File: src/design/frcct_pkg.sv
// Package of constants for the free-running capture/compare timer
package frcct_pkg;
    // ------------------------------------------------------------
    // Register byte offsets
    // ------------------------------------------------------------
    localparam logic [7:0] ADDR_CTRL    = 8'h00;
    localparam logic [7:0] ADDR_CAPSEL  = 8'h04;
    localparam logic [7:0] ADDR_EVCTL   = 8'h08;
    localparam logic [7:0] ADDR_OPTION  = 8'h0C;
    localparam logic [7:0] ADDR_CC0     = 8'h10;
    localparam logic [7:0] ADDR_CC1     = 8'h14;
    localparam logic [7:0] ADDR_COUNT   = 8'h18;
    localparam logic [7:0] ADDR_IRQ_ST  = 8'h1C;
    localparam logic [7:0] ADDR_IRQ_MSK = 8'h20;

    // ------------------------------------------------------------
    // Field positions
    // ------------------------------------------------------------
    localparam int CTRL_RUN_BIT   = 0;
    localparam int OPT_OVF_BIT    = 0;
    localparam int OPT_CS0_BIT    = 4;
    localparam int OPT_CS1_BIT    = 5;
    localparam int IRQ_CH0_BIT    = 0;
    localparam int IRQ_CH1_BIT    = 1;
    localparam int IRQ_OVF_BIT    = 2;
    localparam int IRQ_WIDTH      = 3;

    // ------------------------------------------------------------
    // Write masks, reset values and counter constants
    // ------------------------------------------------------------
    localparam logic [7:0]  CAPSEL_MASK  = 8'h0F;
    localparam logic [7:0]  EVCTL_MASK   = 8'h0C;
    localparam logic [7:0]  OPTION_MASK  = 8'h30;
    localparam logic [7:0]  RESET_BYTE   = 8'h00;
    localparam logic [15:0] RESET_WORD   = 16'h0000;
    localparam logic [15:0] COUNT_MAX    = 16'hFFFF;
    localparam logic [15:0] COUNT_ONE    = 16'h0001;

    // Capture edge codes
    localparam logic [1:0] EDGE_NONE = 2'h0;
    localparam logic [1:0] EDGE_RISE = 2'h1;
    localparam logic [1:0] EDGE_FALL = 2'h2;
    localparam logic [1:0] EDGE_BOTH = 2'h3;
endpackage

File: src/design/frcct_edge_detect.sv
// Synchroniser and selectable edge detector for one capture input
`timescale 1ns/100ps
module frcct_edge_detect
(
    input  wire logic       sys_clk,
    input  wire logic       rst_b,
    input  wire logic       pin_in,
    input  wire logic [1:0] edge_sel,
    output logic            edge_hit
);
    logic sync1_q;
    logic sync2_q;
    logic prev_q;
    logic hit_d;
    logic hit_q;

    // ------------------------------------------------------------
    // Edge selection
    // ------------------------------------------------------------
    always_comb
    begin
        hit_d = 1'b0;
        case (edge_sel)
            frcct_pkg::EDGE_RISE: hit_d = sync2_q & ~prev_q;
            frcct_pkg::EDGE_FALL: hit_d = ~sync2_q & prev_q;
            frcct_pkg::EDGE_BOTH: hit_d = sync2_q ^ prev_q;
            default:              hit_d = 1'b0;
        endcase
    end

    always_ff @(posedge sys_clk or negedge rst_b)
    begin
        if (!rst_b)
        begin
            sync1_q <= 1'b0;
            sync2_q <= 1'b0;
            prev_q  <= 1'b0;
            hit_q   <= 1'b0;
        end
        else
        begin
            sync1_q <= pin_in;
            sync2_q <= sync1_q;
            prev_q  <= sync2_q;
            hit_q   <= hit_d;
        end
    end

    assign edge_hit = hit_q;
endmodule

File: src/design/frcct_timer.sv
// Free-running 16-bit capture/compare timer with a Wishbone slave
`timescale 1ns/100ps
module frcct_timer
(
    input  wire logic        sys_clk,
    input  wire logic        rst_b,
    input  wire logic        wb_cyc_i,
    input  wire logic        wb_stb_i,
    input  wire logic        wb_we_i,
    input  wire logic [7:0]  wb_adr_i,
    input  wire logic [31:0] wb_dat_i,
    input  wire logic [3:0]  wb_sel_i,
    output logic [31:0]      wb_dat_o,
    output logic             wb_ack_o,
    input  wire logic        capture_in_zero,
    input  wire logic        capture_in_one,
    output logic             timer_out_zero,
    output logic             timer_out_one,
    output logic             chan_match_irq_zero,
    output logic             chan_match_irq_one,
    output logic             overflow_irq,
    output logic             irq
);
    // ------------------------------------------------------------
    // State
    // ------------------------------------------------------------
    localparam int IRQ_W = frcct_pkg::IRQ_WIDTH;

    logic        run_q,    run_d;
    logic [7:0]  capsel_q, capsel_d;
    logic [7:0]  evctl_q,  evctl_d;
    logic [1:0]  csel_q,   csel_d;
    logic        ovf_q,    ovf_d;
    logic [15:0] cc_q [2];
    logic [15:0] cc_d [2];
    logic [15:0] cnt_q,    cnt_d;
    logic [1:0]  tout_q,   tout_d;
    logic [IRQ_W-1:0] st_q, st_d;
    logic [IRQ_W-1:0] msk_q, msk_d;
    logic [1:0]  chirq_q,  chirq_d;
    logic        ovirq_q,  ovirq_d;
    logic        irq_q,    irq_d;
    logic        ack_q,    ack_d;
    logic [31:0] rdat_q,   rdat_d;

    logic [1:0]  cap_hit;
    logic        req;
    logic        wr;
    logic [1:0]  ch_ev;
    logic        ov_ev;

    function automatic logic [31:0] lane_merge(input logic [31:0] old_v,
                                               input logic [31:0] new_v,
                                               input logic [3:0]  sel);
        logic [31:0] r;
        r = old_v;
        for (int i = 0; i < 4; i++)
        begin
            if (sel[i])
                r[i*8 +: 8] = new_v[i*8 +: 8];
        end
        return r;
    endfunction

    // ------------------------------------------------------------
    // Capture inputs
    // ------------------------------------------------------------
    frcct_edge_detect u_edge0
    (
        .sys_clk  (sys_clk),
        .rst_b    (rst_b),
        .pin_in   (capture_in_zero),
        .edge_sel (capsel_q[1:0]),
        .edge_hit (cap_hit[0])
    );

    frcct_edge_detect u_edge1
    (
        .sys_clk  (sys_clk),
        .rst_b    (rst_b),
        .pin_in   (capture_in_one),
        .edge_sel (capsel_q[3:2]),
        .edge_hit (cap_hit[1])
    );

    assign req = wb_cyc_i & wb_stb_i & ~ack_q;
    assign wr  = req & wb_we_i;

    // ------------------------------------------------------------
    // Next state
    // ------------------------------------------------------------
    always_comb
    begin
        logic [31:0] m;
        logic [31:0] mc;
        logic        start;
        m        = 32'h0000_0000;
        mc       = 32'h0000_0000;
        start    = 1'b0;
        run_d    = run_q;
        capsel_d = capsel_q;
        evctl_d  = evctl_q;
        csel_d   = csel_q;
        ovf_d    = ovf_q;
        cc_d     = cc_q;
        cnt_d    = cnt_q;
        tout_d   = tout_q;
        msk_d    = msk_q;
        ch_ev    = 2'b00;
        ov_ev    = 1'b0;
        ack_d    = req;
        rdat_d   = 32'h0000_0000;

        // Register writes
        if (wr)
        begin
            m = lane_merge(32'h0000_0000, wb_dat_i, wb_sel_i);
            if (wb_adr_i == frcct_pkg::ADDR_CTRL && wb_sel_i[0])
            begin
                run_d = m[frcct_pkg::CTRL_RUN_BIT];
                start = m[frcct_pkg::CTRL_RUN_BIT] & ~run_q;
            end
            else if (wb_adr_i == frcct_pkg::ADDR_CAPSEL && wb_sel_i[0])
                capsel_d = m[7:0] & frcct_pkg::CAPSEL_MASK;
            else if (wb_adr_i == frcct_pkg::ADDR_EVCTL && wb_sel_i[0])
                evctl_d = m[7:0] & frcct_pkg::EVCTL_MASK;
            else if (wb_adr_i == frcct_pkg::ADDR_OPTION && wb_sel_i[0])
            begin
                csel_d = {m[frcct_pkg::OPT_CS1_BIT], m[frcct_pkg::OPT_CS0_BIT]};
                if (!m[frcct_pkg::OPT_OVF_BIT])
                    ovf_d = 1'b0;
            end
            else if (wb_adr_i == frcct_pkg::ADDR_CC0)
            begin
                mc      = lane_merge({16'h0000, cc_q[0]}, wb_dat_i, wb_sel_i);
                cc_d[0] = mc[15:0];
            end
            else if (wb_adr_i == frcct_pkg::ADDR_CC1)
            begin
                mc      = lane_merge({16'h0000, cc_q[1]}, wb_dat_i, wb_sel_i);
                cc_d[1] = mc[15:0];
            end
            else if (wb_adr_i == frcct_pkg::ADDR_IRQ_MSK && wb_sel_i[0])
                msk_d = m[IRQ_W-1:0];
        end

        // Counter
        if (start)
        begin
            cnt_d  = frcct_pkg::RESET_WORD;
            tout_d = ~tout_q;
        end
        else if (run_q)
        begin
            cnt_d = cnt_q + frcct_pkg::COUNT_ONE;
            if (cnt_q == frcct_pkg::COUNT_MAX)
            begin
                ov_ev = 1'b1;
                ovf_d = 1'b1;
            end
            for (int c = 0; c < 2; c++)
            begin
                if (!csel_q[c] && cc_q[c] == cnt_q)
                begin
                    ch_ev[c]  = 1'b1;
                    tout_d[c] = ~tout_q[c];
                end
            end
        end

        // Capture overrides a same-cycle write to the channel
        for (int c = 0; c < 2; c++)
        begin
            if (run_q && csel_q[c] && cap_hit[c])
            begin
                cc_d[c]  = cnt_q;
                ch_ev[c] = 1'b1;
            end
        end

        // Register reads
        if (req && !wb_we_i)
        begin
            if (wb_adr_i == frcct_pkg::ADDR_CTRL)
                rdat_d = {31'h0000_0000, run_q};
            else if (wb_adr_i == frcct_pkg::ADDR_CAPSEL)
                rdat_d = {24'h00_0000, capsel_q};
            else if (wb_adr_i == frcct_pkg::ADDR_EVCTL)
                rdat_d = {24'h00_0000, evctl_q};
            else if (wb_adr_i == frcct_pkg::ADDR_OPTION)
                rdat_d = {26'h000_0000, csel_q, 3'h0, ovf_q};
            else if (wb_adr_i == frcct_pkg::ADDR_CC0)
                rdat_d = {16'h0000, cc_q[0]};
            else if (wb_adr_i == frcct_pkg::ADDR_CC1)
                rdat_d = {16'h0000, cc_q[1]};
            else if (wb_adr_i == frcct_pkg::ADDR_COUNT)
                rdat_d = {16'h0000, cnt_q};
            else if (wb_adr_i == frcct_pkg::ADDR_IRQ_ST)
                rdat_d = {29'h0000_0000, st_q};
            else if (wb_adr_i == frcct_pkg::ADDR_IRQ_MSK)
                rdat_d = {29'h0000_0000, msk_q};
            else
                rdat_d = 32'h0000_0000;
        end
    end

    // ------------------------------------------------------------
    // Interrupt status: set wins over write-one-to-clear
    // ------------------------------------------------------------
    always_comb
    begin
        logic [IRQ_W-1:0] ev;
        logic [IRQ_W-1:0] clr;
        ev  = {ov_ev, ch_ev};
        clr = '0;
        if (wr && wb_adr_i == frcct_pkg::ADDR_IRQ_ST && wb_sel_i[0])
            clr = wb_dat_i[IRQ_W-1:0];
        st_d    = (st_q & ~clr) | ev;
        chirq_d = ch_ev;
        ovirq_d = ov_ev;
        irq_d   = |(st_d & msk_d);
    end

    always_ff @(posedge sys_clk or negedge rst_b)
    begin
        if (!rst_b)
        begin
            run_q    <= 1'b0;
            capsel_q <= frcct_pkg::RESET_BYTE;
            evctl_q  <= frcct_pkg::RESET_BYTE;
            csel_q   <= 2'b00;
            ovf_q    <= 1'b0;
            cc_q[0]  <= frcct_pkg::RESET_WORD;
            cc_q[1]  <= frcct_pkg::RESET_WORD;
            cnt_q    <= frcct_pkg::RESET_WORD;
            tout_q   <= 2'b00;
            st_q     <= '0;
            msk_q    <= '0;
            chirq_q  <= 2'b00;
            ovirq_q  <= 1'b0;
            irq_q    <= 1'b0;
            ack_q    <= 1'b0;
            rdat_q   <= 32'h0000_0000;
        end
        else
        begin
            run_q    <= run_d;
            capsel_q <= capsel_d;
            evctl_q  <= evctl_d;
            csel_q   <= csel_d;
            ovf_q    <= ovf_d;
            cc_q[0]  <= cc_d[0];
            cc_q[1]  <= cc_d[1];
            cnt_q    <= cnt_d;
            tout_q   <= tout_d;
            st_q     <= st_d;
            msk_q    <= msk_d;
            chirq_q  <= chirq_d;
            ovirq_q  <= ovirq_d;
            irq_q    <= irq_d;
            ack_q    <= ack_d;
            rdat_q   <= rdat_d;
        end
    end

    assign wb_dat_o            = rdat_q;
    assign wb_ack_o            = ack_q;
    assign timer_out_zero      = tout_q[0];
    assign timer_out_one       = tout_q[1];
    assign chan_match_irq_zero = chirq_q[0];
    assign chan_match_irq_one  = chirq_q[1];
    assign overflow_irq        = ovirq_q;
    assign irq                 = irq_q;

    // ------------------------------------------------------------
    // Assertions
    // ------------------------------------------------------------
    logic start_w;
    assign start_w = wr && wb_adr_i == frcct_pkg::ADDR_CTRL && wb_sel_i[0]
                     && wb_dat_i[0] && !run_q;
endmodule

File: config.mk
export PLATFORM = sky130hd
export DESIGN_NAME = frcct_timer
export DESIGN_NICKNAME = d
export VERILOG_FILES = /design/src/design/frcct_pkg.sv /design/src/design/frcct_edge_detect.sv /design/src/design/frcct_timer.sv
export SDC_FILE = /design/constraint.sdc
export NUM_CORES = 1
export LEC_CHECK = 0
export BUFFER_PORTS_ARGS = -buffer_cell sky130_fd_sc_hd__buf_2
export CORE_MARGIN = 10
export CORE_UTILIZATION = 55
export DETAILED_ROUTE_END_ITERATION = 16
export HOLD_SLACK_MARGIN = 0.08
export PLACE_DENSITY = 0.83
export RECOVER_POWER = 25
export SLEW_MARGIN = 20
export SYNTH_ARGS = -nofsm -noshare
export SYNTH_HDL_FRONTEND = slang
export SYNTH_SLANG_ARGS = --single-unit
File: constraint.sdc
create_clock -name sys_clk -period 2.9 [get_ports sys_clk]
set_input_delay 0.29 -clock sys_clk [delete_from_list [all_inputs] [get_ports sys_clk]]
set_output_delay 0.29 -clock sys_clk [all_outputs]
set_load 0.005 [all_outputs]
* Word level (Yosys, flattened, before mapping)
Index checks and enable logic that the tools add are counted.
** Word-level totals
- Register bits :: 111
- Input bits :: 51
- Output and inout port bits :: 39
- Logic and storage cells :: 181
** Operators by class
- Add/sub/neg operators :: 1
- Equal/unequal tests :: 26
- Mux-type cells :: 61
- Bitwise operators :: 26
- Reductions and logical operators :: 40
** Operators by type and width (count)
- 16-bit two-way mux :: 15
- 32-bit two-way mux :: 5
- 3-bit two-way mux :: 11
- 16-bit equality test :: 2
- 8-bit by 5-bit equality test with 1-bit output, second input constant :: 4
- 2-bit nonzero test :: 11
- 1-bit two-way mux :: 20
- 16-bit by 1-bit adder with 16-bit output, second input constant :: 1
- 16-bit equality test, second input constant :: 1
- 8-bit by 4-bit equality test with 1-bit output, second input constant :: 2
- 8-bit two-way mux :: 2
- 2-bit by 1-bit inequality test with 1-bit output, second input constant :: 8
- 8-bit AND reduction :: 2
- 1-bit logical AND :: 14
- 7-bit AND reduction :: 2
- 6-bit two-way mux :: 2
- 1-bit NOT :: 11
- 1-bit bitwise AND :: 8
- 2-bit equality test, second input constant :: 4
- 8-bit by 3-bit equality test with 1-bit output, second input constant :: 1
- 8-bit by 6-bit equality test with 1-bit output, second input constant :: 1
- 8-bit logical NOT :: 1
- 2-bit two-way mux :: 4
- 3-bit bitwise AND :: 2
- other kinds (13) :: 20

* Longest topological paths before layout
Gate-level depths: netlist (run 1).
- Depth in word-level cells :: 14
- Gate-level depth with buffers :: 8
- Gate-level depth less buffers :: 7

* Hierarchy
Synthesis (run 1) repeated with hierarchy kept, for this count alone.
** Second synthesis, totals
- Cells, all modules :: 522
- Area total of the unflattened synthesis :: 5011.1 µm²
** By module, submodules not included
- frcct_timer :: instances 1, cells an instance 496, area an instance 4693.3 µm², sequential area each 2177.1 µm²
- frcct_edge_detect :: instances 2, cells an instance 13, area an instance 158.9 µm², sequential area each 100.1 µm²

* Worst setup path after synthesis (run 1)
No wires, ideal clock.
- Kind :: input to register
- Start point :: input wb_adr_i[5]
- End point :: register irq_q, in the netlist irq
- Setup time :: 126 ps
- Arrival time :: 1861 ps
- Data required time :: 2774 ps
- Path slack :: 912 ps
- Stages on the path :: 7
- Path buffers :: 1
- Cell sequence :: or4b_1 > buf_2 > nor4_4 > nand2_1 > a21o_1 > and2_0 > a221o_1
** Between the ends
- Elaborated cells on any way between the ends :: 35
- Classes of those cells :: eq/ne: 7; mux: 15; bitwise: 4; reduce/logical: 9
** RTL lines
- from (decl) :: line frcct_timer.sv:10 : input wire logic [7:0] wb_adr_i,
- 8-bit by 5-bit equality test with 1-bit output :: line frcct_timer.sv:216 : if (wr && wb_adr_i == frcct_pkg::ADDR_IRQ_ST && wb_sel_i[0])
- 1-bit logical AND (2 in a row) :: line frcct_timer.sv:216
- 3-bit two-way mux :: line frcct_timer.sv:216
- 3-bit NOT :: line frcct_timer.sv:218 : st_d = (st_q & ~clr) | ev;
- 3-bit bitwise AND :: line frcct_timer.sv:218
- 3-bit OR * :: line frcct_timer.sv:218
- net st_d[2] :: line frcct_timer.sv:38 : logic [IRQ_W-1:0] st_q, st_d;
- 3-bit bitwise AND * :: line frcct_timer.sv:221 : irq_d = |(st_d & msk_d);
- 3-bit OR reduction * :: line frcct_timer.sv:221
- net irq_d :: line frcct_timer.sv:42 : logic irq_q, irq_d;
- to (signal assigned) :: line frcct_timer.sv:260 : irq_q <= irq_d;
- to (decl) :: line frcct_timer.sv:42
Mark *: on every way through the listed nets, which the timed path passes. The rest lies on a longest branch.
A chain may end at the register's enable or synchronous reset.

* Final worst setup path (run 1)
- Start point :: register cnt_q[1]
- End point :: register irq_q, in the netlist irq
** Between the ends
- Elaborated cells on any way between the ends :: 17
- Classes of those cells :: eq/ne: 3; mux: 9; bitwise: 2; reduce/logical: 3
** RTL lines
- from (decl) :: line frcct_timer.sv:36 : logic [15:0] cnt_q, cnt_d;
- from (signal assigned) :: line frcct_timer.sv:235 : cnt_q <= frcct_pkg::RESET_WORD;
- from (signal assigned) :: line frcct_timer.sv:254 : cnt_q <= cnt_d;
- 16-bit equality test :: line frcct_timer.sv:156 : if (cnt_q == frcct_pkg::COUNT_MAX)
- 1-bit two-way mux :: line frcct_timer.sv:156
- 1-bit two-way mux :: line frcct_timer.sv:153 : else if (run_q)
- 1-bit two-way mux :: line frcct_timer.sv:148 : if (start)
- net ov_ev :: line frcct_timer.sv:50 : logic ov_ev;
- 3-bit OR :: line frcct_timer.sv:218
- net st_d[2] :: line frcct_timer.sv:38
- 3-bit bitwise AND :: line frcct_timer.sv:221
- 3-bit OR reduction :: line frcct_timer.sv:221
- net irq_d :: line frcct_timer.sv:42
The timed path passes the listed nets, and every way through them passes these cells.

==> results of run 1 <==
[per-stage QoR]
stage                     hold WS (ps)  worst slack (ps)
after detailed placement         337.9             526.0
final                            204.7             637.4
after global routing             227.3             491.7
after CTS                        215.2             679.2
after global placement           331.7             615.9
after floorplan                 -5.591             912.5
[power breakdown]
| group | internal, mW | total (mW) | switching [mW] |
|---|---|---|---|
| clock | 0.338 | 0.815 | 0.477 |
| sequential | 1.39 | 1.55 | 0.152 |
| combinational | 0.184 | 0.422 | 0.239 |
| total | 1.92 | 2.78 | 0.868 |
[critical path: stages, from the launching register on]
cell and delay, ps:
dfrtp_1 560, ha_1 270, inv_1 80, nor4_1 440, buf_4 220, and3_1 280
a21o_1 130, and2_0 120, a221o_1 100
[state kept, by name, indices dropped and copies added, names as in the netlist, 2 cells and up]
signal and cells:
capsel_q 4, cc_q 32, chirq_q 2, cnt_q 16, csel_q 2, evctl_q 2
msk_q 3, st_q 3, tout_q 2, wb_dat_o 16
[synth_stat cells (2+ instances only)]
master / instances / share of area
a21o_1: 5 / 0.0074
a21oi_1: 49 / 0.048
a22oi_1: 2 / 0.0030
a31oi_1: 2 / 0.0025
and2_1: 5 / 0.0062
and3_1: 6 / 0.0074
buf_2: 8 / 0.0079
buf_4: 16 / 0.024
clkbuf_1: 28 / 0.021
dfrtp_1: 95 / 0.47
ha_1: 5 / 0.012
inv_1: 14 / 0.010
mux2_2: 10 / 0.022
mux2i_1: 41 / 0.081
nand2_1: 53 / 0.039
nand2b_1: 2 / 0.0025
nand3_1: 20 / 0.020
nand4_1: 12 / 0.015
nor2_1: 51 / 0.038
nor3_1: 7 / 0.0069
nor4_1: 6 / 0.0074
o211ai_1: 2 / 0.0030
o21a_1: 4 / 0.0059
o21ai_0: 45 / 0.044
o21ai_1: 4 / 0.0039
or4_1: 2 / 0.0030
xnor2_1: 18 / 0.031
xor2_1: 18 / 0.031
[per-layer routing]
metal,global-route usage,wire [um],vias to the layer above
met5,0,0,-
met4,0.09258,318,0
met3,0.03236,1109,28
met2,0.3239,6495,197
met1,0.2446,5192,2058
li1,-,-,1953
[final cells by class]
class                      count  share of cell area
multi-input combinational    401              0.4351
clock buffer                  10             0.02457
sequential                    95              0.4244
inverter                      14            0.009381
timing repair buffer          75             0.07393
tap                          111             0.02479
clock inverter                 6            0.007818
[path summary, 6_finish.rpt]
check	endpoint	slack, ps	cells past startpoint
setup / recovery	irq	640	8
hold / removal	csel_q[1]	200	2
setup reg to reg	irq	640	8
hold reg to reg	u_edge0.sync2_q	360	0
max in group asynchronous	msk_q[0]	1080	3
min in group asynchronous	cnt_q[9]	820	2
[timing repair]
action                                  4_1_cts  5_1_grt
hold endpoints to repair                     62        0
hold buffers                                  3        0
setup buffers                                 0        0
gates resized for setup                       0        0
endpoints found under the setup margin        0        0
[cell families (layout without fill, tap and decap cells)]
group	Yosys count	in the layout
flops	95	95
buf+inv	67	105
other cells	1	16
mux	51	51
simple gates	173	173
fa+ha+maj	5	5
xor+xnor	36	36
compound gates	120	120
==> flow_summary.toml, run 1 <==
[setup_path]
r2r-start = "cnt_q[1]"
worstPathRequired_ps = 3200
end_kind = "flop"
startpoint = "cnt_q[1]"
worst-path-max-fanout = 10
critical_path_class = "flop to flop"
startpoint_type = "flop"
arrival_ps = 2570

[logic_synthesis]
synth-edff-count = 0
synth_xor_area_frac = 0.06207
avgSynthCellArea_sq_um = 9.270
synth_compound_area_frac = 0.1296
syn-cell-area_sq_um = 5080
synth-simple-area-share = 0.1611
synth.ff_latch_count = 95
syn_inst = 548
muxShareOfSynthArea = 0.1030
synthDistinctLibCells = 46
synth_fa_ha_area_frac = 0.01232
ys_seq_area_frac = 0.4680
synth_top_family_by_area = "simple AND/OR/NAND/NOR gates"
yosysWarnings = 0
synth-async-reset-ratio = 1.000
synth_ff_type = "dfrtp_1"

[floorplan]
start_util = 0.5577
coreArea_sq_um = 9109
die_area_sq_um = 13480
io_pins = 90
row_count = 35
die_y_um = 116.1
fp.dieW_um = 116.1

[power_and_ir_drop]
p_leak_nw = 2.793
finalPower_mw = 2.784
ir_drop_v = 0.0002591
power.density_nw_per_um2 = 497.1

[cells_and_area]
layout-drive-gt1-share = 0.1414
final_util = 0.6150
final_common_cell = "dfrtp_1"
n_antenna_cell = 0
multi_input_area_sq_um = 2437
ff_latch_area_sq_um = 2377
fin_area_sq_um = 5602
final_cell_mix = "dfrtp_1 (95), nand2_1 (53), nor2_1 (51)"
num-fill-cells = 719
stdcell_count = 712
fin_nets = 652
area.growth.synth_to_final_pct = 10.27

[global_routing]
grt_pass1_vias = 4223
grtUsageTotal = 0.1956
grt_max_degree = 63
overflow = 0
grt_pass1_wl_mm = 21.07
antenna_found_initial = 0

[routing]
dr.pass1.iters = 5
drt_iter0_markers = 430
wl_per_cell_um = 18.42
num_vias = 4236
drc = 0
routed_wl_mm = 13.12
avgViaCountPerCell = 5.949
postRouteAntennaNets = 0

[clock_network]
cts_tree = "yes"
cts_buffers = 9
cts.sinks = 95
clock_path_buffers = 2
clkLatencyLatePin_ps = 370
ctsHtreeMaxLevel = 3
clk_pin_slew_ps = 90
clk_root_buffer_cell = "clkbuf_8"

[place]
gp_congestion = 0.8968
placed_cells = 693
hpwlAfterDp_mm = 9.540
dpl-instance-area_sq_um = 5411
port_buffers = 55

[status]
violations = "capacitance limit, slew limit"
status = "finished with violations"

[sta]
max_slew_margin = -0.001151
max_freq_mhz = 442.0
worstMarginPinSlew_ps = 1502
setup_tns_ps = 0
hold_viol_final = 0
fin_crit_sh = 0.7802
rsz0062_at_grt = "false"
fin_crit_ps = 2263
setup_viol = 0
clock_skew_ps = 11.93
slew_viol_final = 62

[job]
drv_cap = 1

[hold_path]
worstHoldStart = "wb_dat_i[5]"
hp-class = "input pin to flop"
(Power assumes the default switching activity.)
==> run 2, diff against run 1 <==
--- a/config.mk
+++ b/config.mk
@@ -5,12 +5,13 @@
 export SDC_FILE = /design/constraint.sdc
 export NUM_CORES = 1
 export LEC_CHECK = 0
+export ABC_AREA = 1
 export BUFFER_PORTS_ARGS = -buffer_cell sky130_fd_sc_hd__buf_2
 export CORE_MARGIN = 10
-export CORE_UTILIZATION = 55
+export CORE_UTILIZATION = 52
 export DETAILED_ROUTE_END_ITERATION = 16
 export HOLD_SLACK_MARGIN = 0.08
-export PLACE_DENSITY = 0.83
+export PLACE_DENSITY = 0.81
 export RECOVER_POWER = 25
 export SLEW_MARGIN = 20
 export SYNTH_ARGS = -nofsm -noshare
==> constraint.sdc (replaced) <==
create_clock -name sys_clk -period 2.01 [get_ports sys_clk]
set_input_delay 0.201 -clock sys_clk [delete_from_list [all_inputs] [get_ports sys_clk]]
set_output_delay 0.201 -clock sys_clk [all_outputs]
set_load 0.005 [all_outputs]
==> run 2 against run 1 <==
  * The flow now finishes without violations
  * Clock power increased by 53%
  * Critical path depth rose by 2
  * Cell area grew 9.8%
  * First-iteration DRC count is 7.7% higher
  * Combinational power increased by 99%
  * Total power rose by 57%
  * Register-to-register slack got worse by 430 ps
  * Final cell count up 32%
  * Utilization is 2.2 points lower
  * Die area up 13%
  * Critical path type unchanged
  * Highest routed layer unchanged
==> flow_summary.toml, run 2 <==
[power_and_ir_drop]
power.density_nw_per_um2 = 712.3
clkPwrFrac = 0.285
p_leak_nw = 3.065
p_comb_frac = 0.192
switchingPower_mw = 1.528
p_seq_frac = 0.523
netSwitchingFraction = 0.3487
p_int_mw = 2.854
ir_drop_v = 0.0003385

[floorplan]
io_pins = 90
die_area_sq_um = 15170
coreArea_sq_um = 10370
start_util = 0.5339
row_count = 37
fp.dieW_um = 123.2
die_y_um = 123.2

[cells_and_area]
final_util = 0.5931
final_common_cell = "nand2_1"
num-fill-cells = 974
n_antenna_cell = 0
fin_nets = 855
fin_area_sq_um = 6151
layout-drive-gt1-share = 0.1530
largest_reg_flops = 32
area.growth.synth_to_final_pct = 11.10
regMostFlops = "cc_q"
final_cell_mix = "nand2_1 (203), o21ai_0 (93), dfrtp_1 (93)"

[clock_network]
clk_root_buffer_cell = "clkbuf_8"
ctsHtreeMaxLevel = 3
cts_buffers = 9
clkLatencyLatePin_ps = 370
clk_pin_slew_ps = 100
cts_setup_buffers = 0
cts_tree = "yes"
clock_path_buffers = 2
cts.sinks = 95

[logic_synthesis]
synthDistinctLibCells = 44
netlist_top_cells_count = "nand2_1 (203), dfrtp_1 (95), o21ai_0 (93), inv_1 (86), nor2_1 (49)"
ys_seq_area_frac = 0.4294
yosys.area.top_type = "dfrtp_1"
synth.ff_latch_count = 95
synth_most_common_cell = "nand2_1"
synth.area.top_cells = "dfrtp_1 (43%), nand2_1 (14%), o21ai_0 (8.4%)"
synth_ff_type = "dfrtp_1"
avgSynthCellArea_sq_um = 7.502
syn_inst = 738
synth-edff-count = 0
syn-cell-area_sq_um = 5537
yosysWarnings = 0
yosys.area.top_type_share = 0.4294
synth-async-reset-ratio = 1.000

[place]
hpwlAfterDp_mm = 10.97
dpl-instance-area_sq_um = 5927
gp_congestion = 0.9291
post-place-ws_ps = 166.4
port_buffers = 55

[global_routing]
grt_max_degree = 40
grt_pass1_wl_mm = 24.29
antenna_found_initial = 0
grt_pass1_vias = 4989
overflow = 0
grtUsageTotal = 0.1987

[routing]
drc = 0
drt_iter0_markers = 463
routed_wl_mm = 14.55
postRouteAntennaNets = 0
avgViaCountPerCell = 5.504
dr.pass1.iters = 5
wl_per_cell_um = 15.48
num_vias = 5174

[status]
status = "completed"

[setup_path]
arrival_ps = 2060
worstPathRequired_ps = 2270
end_kind = "flop"
worst_r2r_path_depth = 10
startpoint_type = "flop"
r2r-start = "cnt_q[1]"
timing.rr.end = "cnt_q[12]"
worst-path-max-fanout = 7
critical_path_class = "flop to flop"
rrSetupSlack_ps = 210

[hold_path]
min_to = "wb_ack_o"
hp-class = "input pin to flop"
worstHoldStart = "wb_cyc_i"
min_path_cells = 3

[sta]
fin_crit_ps = 1799
hold_viol_final = 0
max_slew_margin = 0.3465
worstMarginPinSlew_ps = 980.2
timing.final.ws_setup_ps = 210.9
rsz0062_at_grt = "false"
fin_crit_sh = 0.8951
clock_skew_ps = 15.61
slew_viol_final = 0
setup_tns_ps = 0
setup_viol = 0
max_freq_mhz = 555.8

[job]
drv_cap = 0
-- run 2: cell types whose count changed after synthesis, sizes merged, moves of 8 or more --
cell and change:
clkbuf -19, nand3 +20, a21oi -19, nor2 +8
mux2i -41, inv +77, xor2 -12, buf +8
xnor2 -13, mux2 -10, o21ai +61, nand2 +154
-- run 2: per-layer routing --
layer	up-vias	part of all wire	wire, um	track usage
met5	-	0	0	0
li1	2478	-	-	-
met3	32	0.084	1226	0.04421
met1	2410	0.43	6228	0.2667
met4	0	0.023	328	0.06114
met2	254	0.47	6770	0.3139
-- run 2: worst max-delay path by stage --
stage | end | startpoint | cells past startpoint | slack [ps]
2_1_floorplan | cnt_q[12] | cnt_q[0] | 10 | 470
3_3_place_gp | cc_q[23] | wb_adr_i[5] | 9 | 210
3_5_place_dp | cc_q[16] | wb_adr_i[5] | 9 | 170
4_1_cts | cnt_q[12] | cnt_q[1] | 10 | 210
5_1_grt | cnt_q[12] | cnt_q[1] | 10 | 30
6_report | cnt_q[12] | cnt_q[1] | 10 | 210
-- run 2: critical path, stage by stage (launching register included) --
cell     delay [ps]
dfrtp_2         450
ha_1            190
nand2_1          80
nor2_1          180
nand3_1         150
nor2_1          170
nand3_1         150
nor2_1          110
inv_1            70
nand3_1          70
o21ai_1          70
-- run 2: layout make-up --
cell class                      count  area [sq um]  area share
Multi-Input combinational cell    525          2614      0.4249
Clock inverter                      6         52.55    0.008544
Tap cell                          136         170.2     0.02766
Clock buffer                       10         137.6     0.02238
Sequential cell                    95          2380      0.3869
Timing Repair Buffer               77         452.9     0.07364
Inverter                           91         344.1     0.05594
-- run 2: power groups by stage --
stage / Clock (mW) / Combinational [mW] / Sequential [mW]
3_5_place_dp: 0 / 0.819 / 2.31
4_1_cts: 1.24 / 0.831 / 2.28
2_1_floorplan: 0 / 0.684 / 2.17
5_1_grt: 1.34 / 0.958 / 2.31
6_report: 1.25 / 0.841 / 2.29
3_3_place_gp: 0 / 0.801 / 2.30
-- run 2: kinds of logic after synthesis --
logic type,after synthesis,share of synthesized area
other cells,1,0.0006773
compound gates,160,0.1641
flops,95,0.4294
fa+ha+maj,5,0.01130
buf+inv,133,0.1103
xor+xnor,11,0.01740
simple gates,333,0.2669
-- run 2: per-stage QoR --
| step | instances | power [mW] | hold slack (ps) |
|---|---|---|---|
| 6_report | 940 | 4.381 | 104.4 |
| 5_1_grt | 940 | 4.614 | 109.8 |
| 4_1_cts | 940 | 4.352 | 88.93 |
| 3_5_place_dp | 921 | 3.134 | 203.7 |
| 3_3_place_gp | 921 | 3.105 | 201.3 |
| 2_1_floorplan | 753 | 2.857 | -94.59 |
-- run 2: repair_timing --
item,4_1_cts,5_1_grt
hold buffers,3,0
gates resized for setup,0,4
endpoints found under the hold margin,38,0
setup endpoints to repair,0,3
==> run 3, diff against run 2 <==
--- a/config.mk
+++ b/config.mk
@@ -8,10 +8,11 @@
 export ABC_AREA = 1
 export BUFFER_PORTS_ARGS = -buffer_cell sky130_fd_sc_hd__buf_2
 export CORE_MARGIN = 10
-export CORE_UTILIZATION = 52
+export CORE_UTILIZATION = 53
+export CTS_BUF_LIST = sky130_fd_sc_hd__clkbuf_8
 export DETAILED_ROUTE_END_ITERATION = 16
 export HOLD_SLACK_MARGIN = 0.08
-export PLACE_DENSITY = 0.81
+export PLACE_DENSITY = 0.83
 export RECOVER_POWER = 25
 export SLEW_MARGIN = 20
 export SYNTH_ARGS = -nofsm -noshare
==> run 3 against run 2 <==
  * Clock power fell by 3%
  * Hold slack got worse by 14 ps
  * Setup slack got worse by 44 ps
  * Final cell count rose by 0.85%
  * Critical endpoint is now cc_q[10]
  * Combinational power rose by 12%
  * Cell area rose by 0.67%
  * Clock-buffer cell count fell by 1
  * Non-clock buffer count rose by 9
  * Wire length rose by 2.1%
  * Critical path type unchanged
  * First-iteration DRC count rose by 46%
  * Maximum frequency fell by 2.4%
==> flow_summary.toml, run 3 (synthesized netlist as in run 2, its figures left out) <==
[status]
status = "completed"

[place]
dpl-instance-area_sq_um = 5995
hpwlAfterDp_mm = 11.41
port_buffers = 55
gp_congestion = 0.9185

[routing]
dr.pass1.iters = 7
num_vias = 5176
drt_iter0_markers = 677
avgViaCountPerCell = 5.460
wl_per_cell_um = 15.67
postRouteAntennaNets = 0
routed_wl_mm = 14.86
drc = 0

[setup_path]
worstPathRequired_ps = 2300
end_kind = "flop"
rrSetupSlack_ps = 170
startpoint_type = "flop"
cp-endpoint = "cc_q[10]"
cp_slowest_cell = "dfrtp_1"
arrival_ps = 2130
critical_path_class = "flop to flop"
worst_r2r_path_depth = 7
timing.rr.end = "cc_q[10]"
r2r-start = "run_q"
cp_slowest_stage_delay_ps = 520
startpoint = "run_q"
cp_num_cells = 7
path_cells = "buf_4 > nand3_1 > buf_4 > o31ai_4 > buf_4 > nand2_1 > o21ai_0"
crit_buf_inv = 3
worst-path-max-fanout = 16
critical_path.top_delay_family = "buffers and inverters"
critPathMostFrequentCell = "buf_4"

[cells_and_area]
final_common_cell = "nand2_1"
fin_area_sq_um = 6192
area.growth.synth_to_final_pct = 11.84
final_cell_mix = "nand2_1 (203), dfrtp_1 (94), o21ai_0 (93)"
regMostFlops = "cc_q"
largest_reg_flops = 32
n_antenna_cell = 0
layout-drive-gt1-share = 0.1613
fin_nets = 864

[sta]
fin_crit_ps = 1843
max_freq_mhz = 542.6
slew_viol_final = 0
worstMarginPinSlew_ps = 1054
setup_tns_ps = 0
hold_viol_final = 0
clock_skew_ps = 11.52
setup_viol = 0
rsz0062_at_grt = "false"
max_slew_margin = 0.2971
fin_crit_sh = 0.9169

[global_routing]
overflow = 0
grtUsageTotal = 0.2001
antenna_found_initial = 0
grt_max_degree = 49
grt_pass1_wl_mm = 24.01
grt_pass1_vias = 4873

[floorplan]
start_util = 0.5412
fp.dieW_um = 122.2
die_y_um = 122.2
coreArea_sq_um = 10230
io_pins = 90
die_area_sq_um = 14930
row_count = 37

[power_and_ir_drop]
p_leak_nw = 3.127
power.density_nw_per_um2 = 707.6
ir_drop_v = 0.0003609

[clock_network]
clock_path_buffers = 2
cts_tree = "yes"
clkLatencyLatePin_ps = 370
cts.sinks = 95
clk_root_buffer_cell = "clkbuf_8"
ctsHtreeMaxLevel = 3
clk_pin_slew_ps = 90
cts_buffers = 9

[job]
drv_cap = 0

[hold_path]
hp-class = "input pin to flop"
-- run 3: cell types whose count changed in the layout (fill, tap and decap cells not counted), moves of 2 or more --
cell      delta
buf_4       +12
clkbuf_1     -2
clkinv_2     +2
inv_1        +2
inv_6        -2
-- run 3: stage by stage --
step           cells  total power [mW]  utilization  setup slack (ps)  hold WS (ps)
5_1_grt          948             4.626       0.6052             35.59         105.6
2_1_floorplan    753             2.857            -             474.5        -94.59
3_3_place_gp     930             3.152       0.5859             232.5         132.5
6_report         948             4.381       0.6052             167.0         90.02
4_1_cts          948             4.368       0.6063             156.1         96.06
3_5_place_dp     930             3.180       0.5859             175.6         135.0
-- run 3: layout make-up --
class                      count  area (sq um)
multi-input combinational    525          2608
fill                         918          4039
clock inverter                 6         55.05
clock buffer                   9         123.9
timing repair buffer          86         515.5
tap                          136         170.2
sequential                    95          2379
inverter                      91         341.6
-- run 3: worst min-delay path by stage --
stage	end	start	cells after the start
after floorplan	capsel_q[0]	rst_b	0
after global placement	u_edge1.sync1_q	rst_b	1
after detailed placement	u_edge1.sync1_q	rst_b	1
after CTS	wb_ack_o	wb_cyc_i	3
after global routing	wb_ack_o	wb_cyc_i	3
final	wb_ack_o	wb_cyc_i	3
-- run 3: metal layers --
layer / global-route usage / wire length, um / share of wire / up-vias
li1: - / - / - / 2505
met1: 0.2820 / 6528 / 0.44 / 2426
met2: 0.3032 / 6727 / 0.45 / 219
met3: 0.03978 / 1350 / 0.091 / 26
met4: 0.06333 / 252 / 0.017 / 0
met5: 0 / 0 / 0 / -
-- run 3: timing repair --
action,in CTS,in global routing
resized for setup,0,2
hold buffers,3,0
setup endpoints to repair,0,2
hold endpoints to repair,27,0
buffers inserted,0,0
-- run 3: where the power goes --
| part | internal, mW | switching (mW) | total [mW] |
|---|---|---|---|
| registers | 2.04 | 0.183 | 2.22 |
| clock network | 0.556 | 0.656 | 1.21 |
| logic | 0.349 | 0.596 | 0.946 |
-- run 3: worst reg2reg max path, stage by stage (launching register included) --
cell and delay, ps:
dfrtp_1 520, buf_4 210, nand3_1 280, buf_4 310, o31ai_4 70, buf_4 240, nand2_1 70, o21ai_0 70
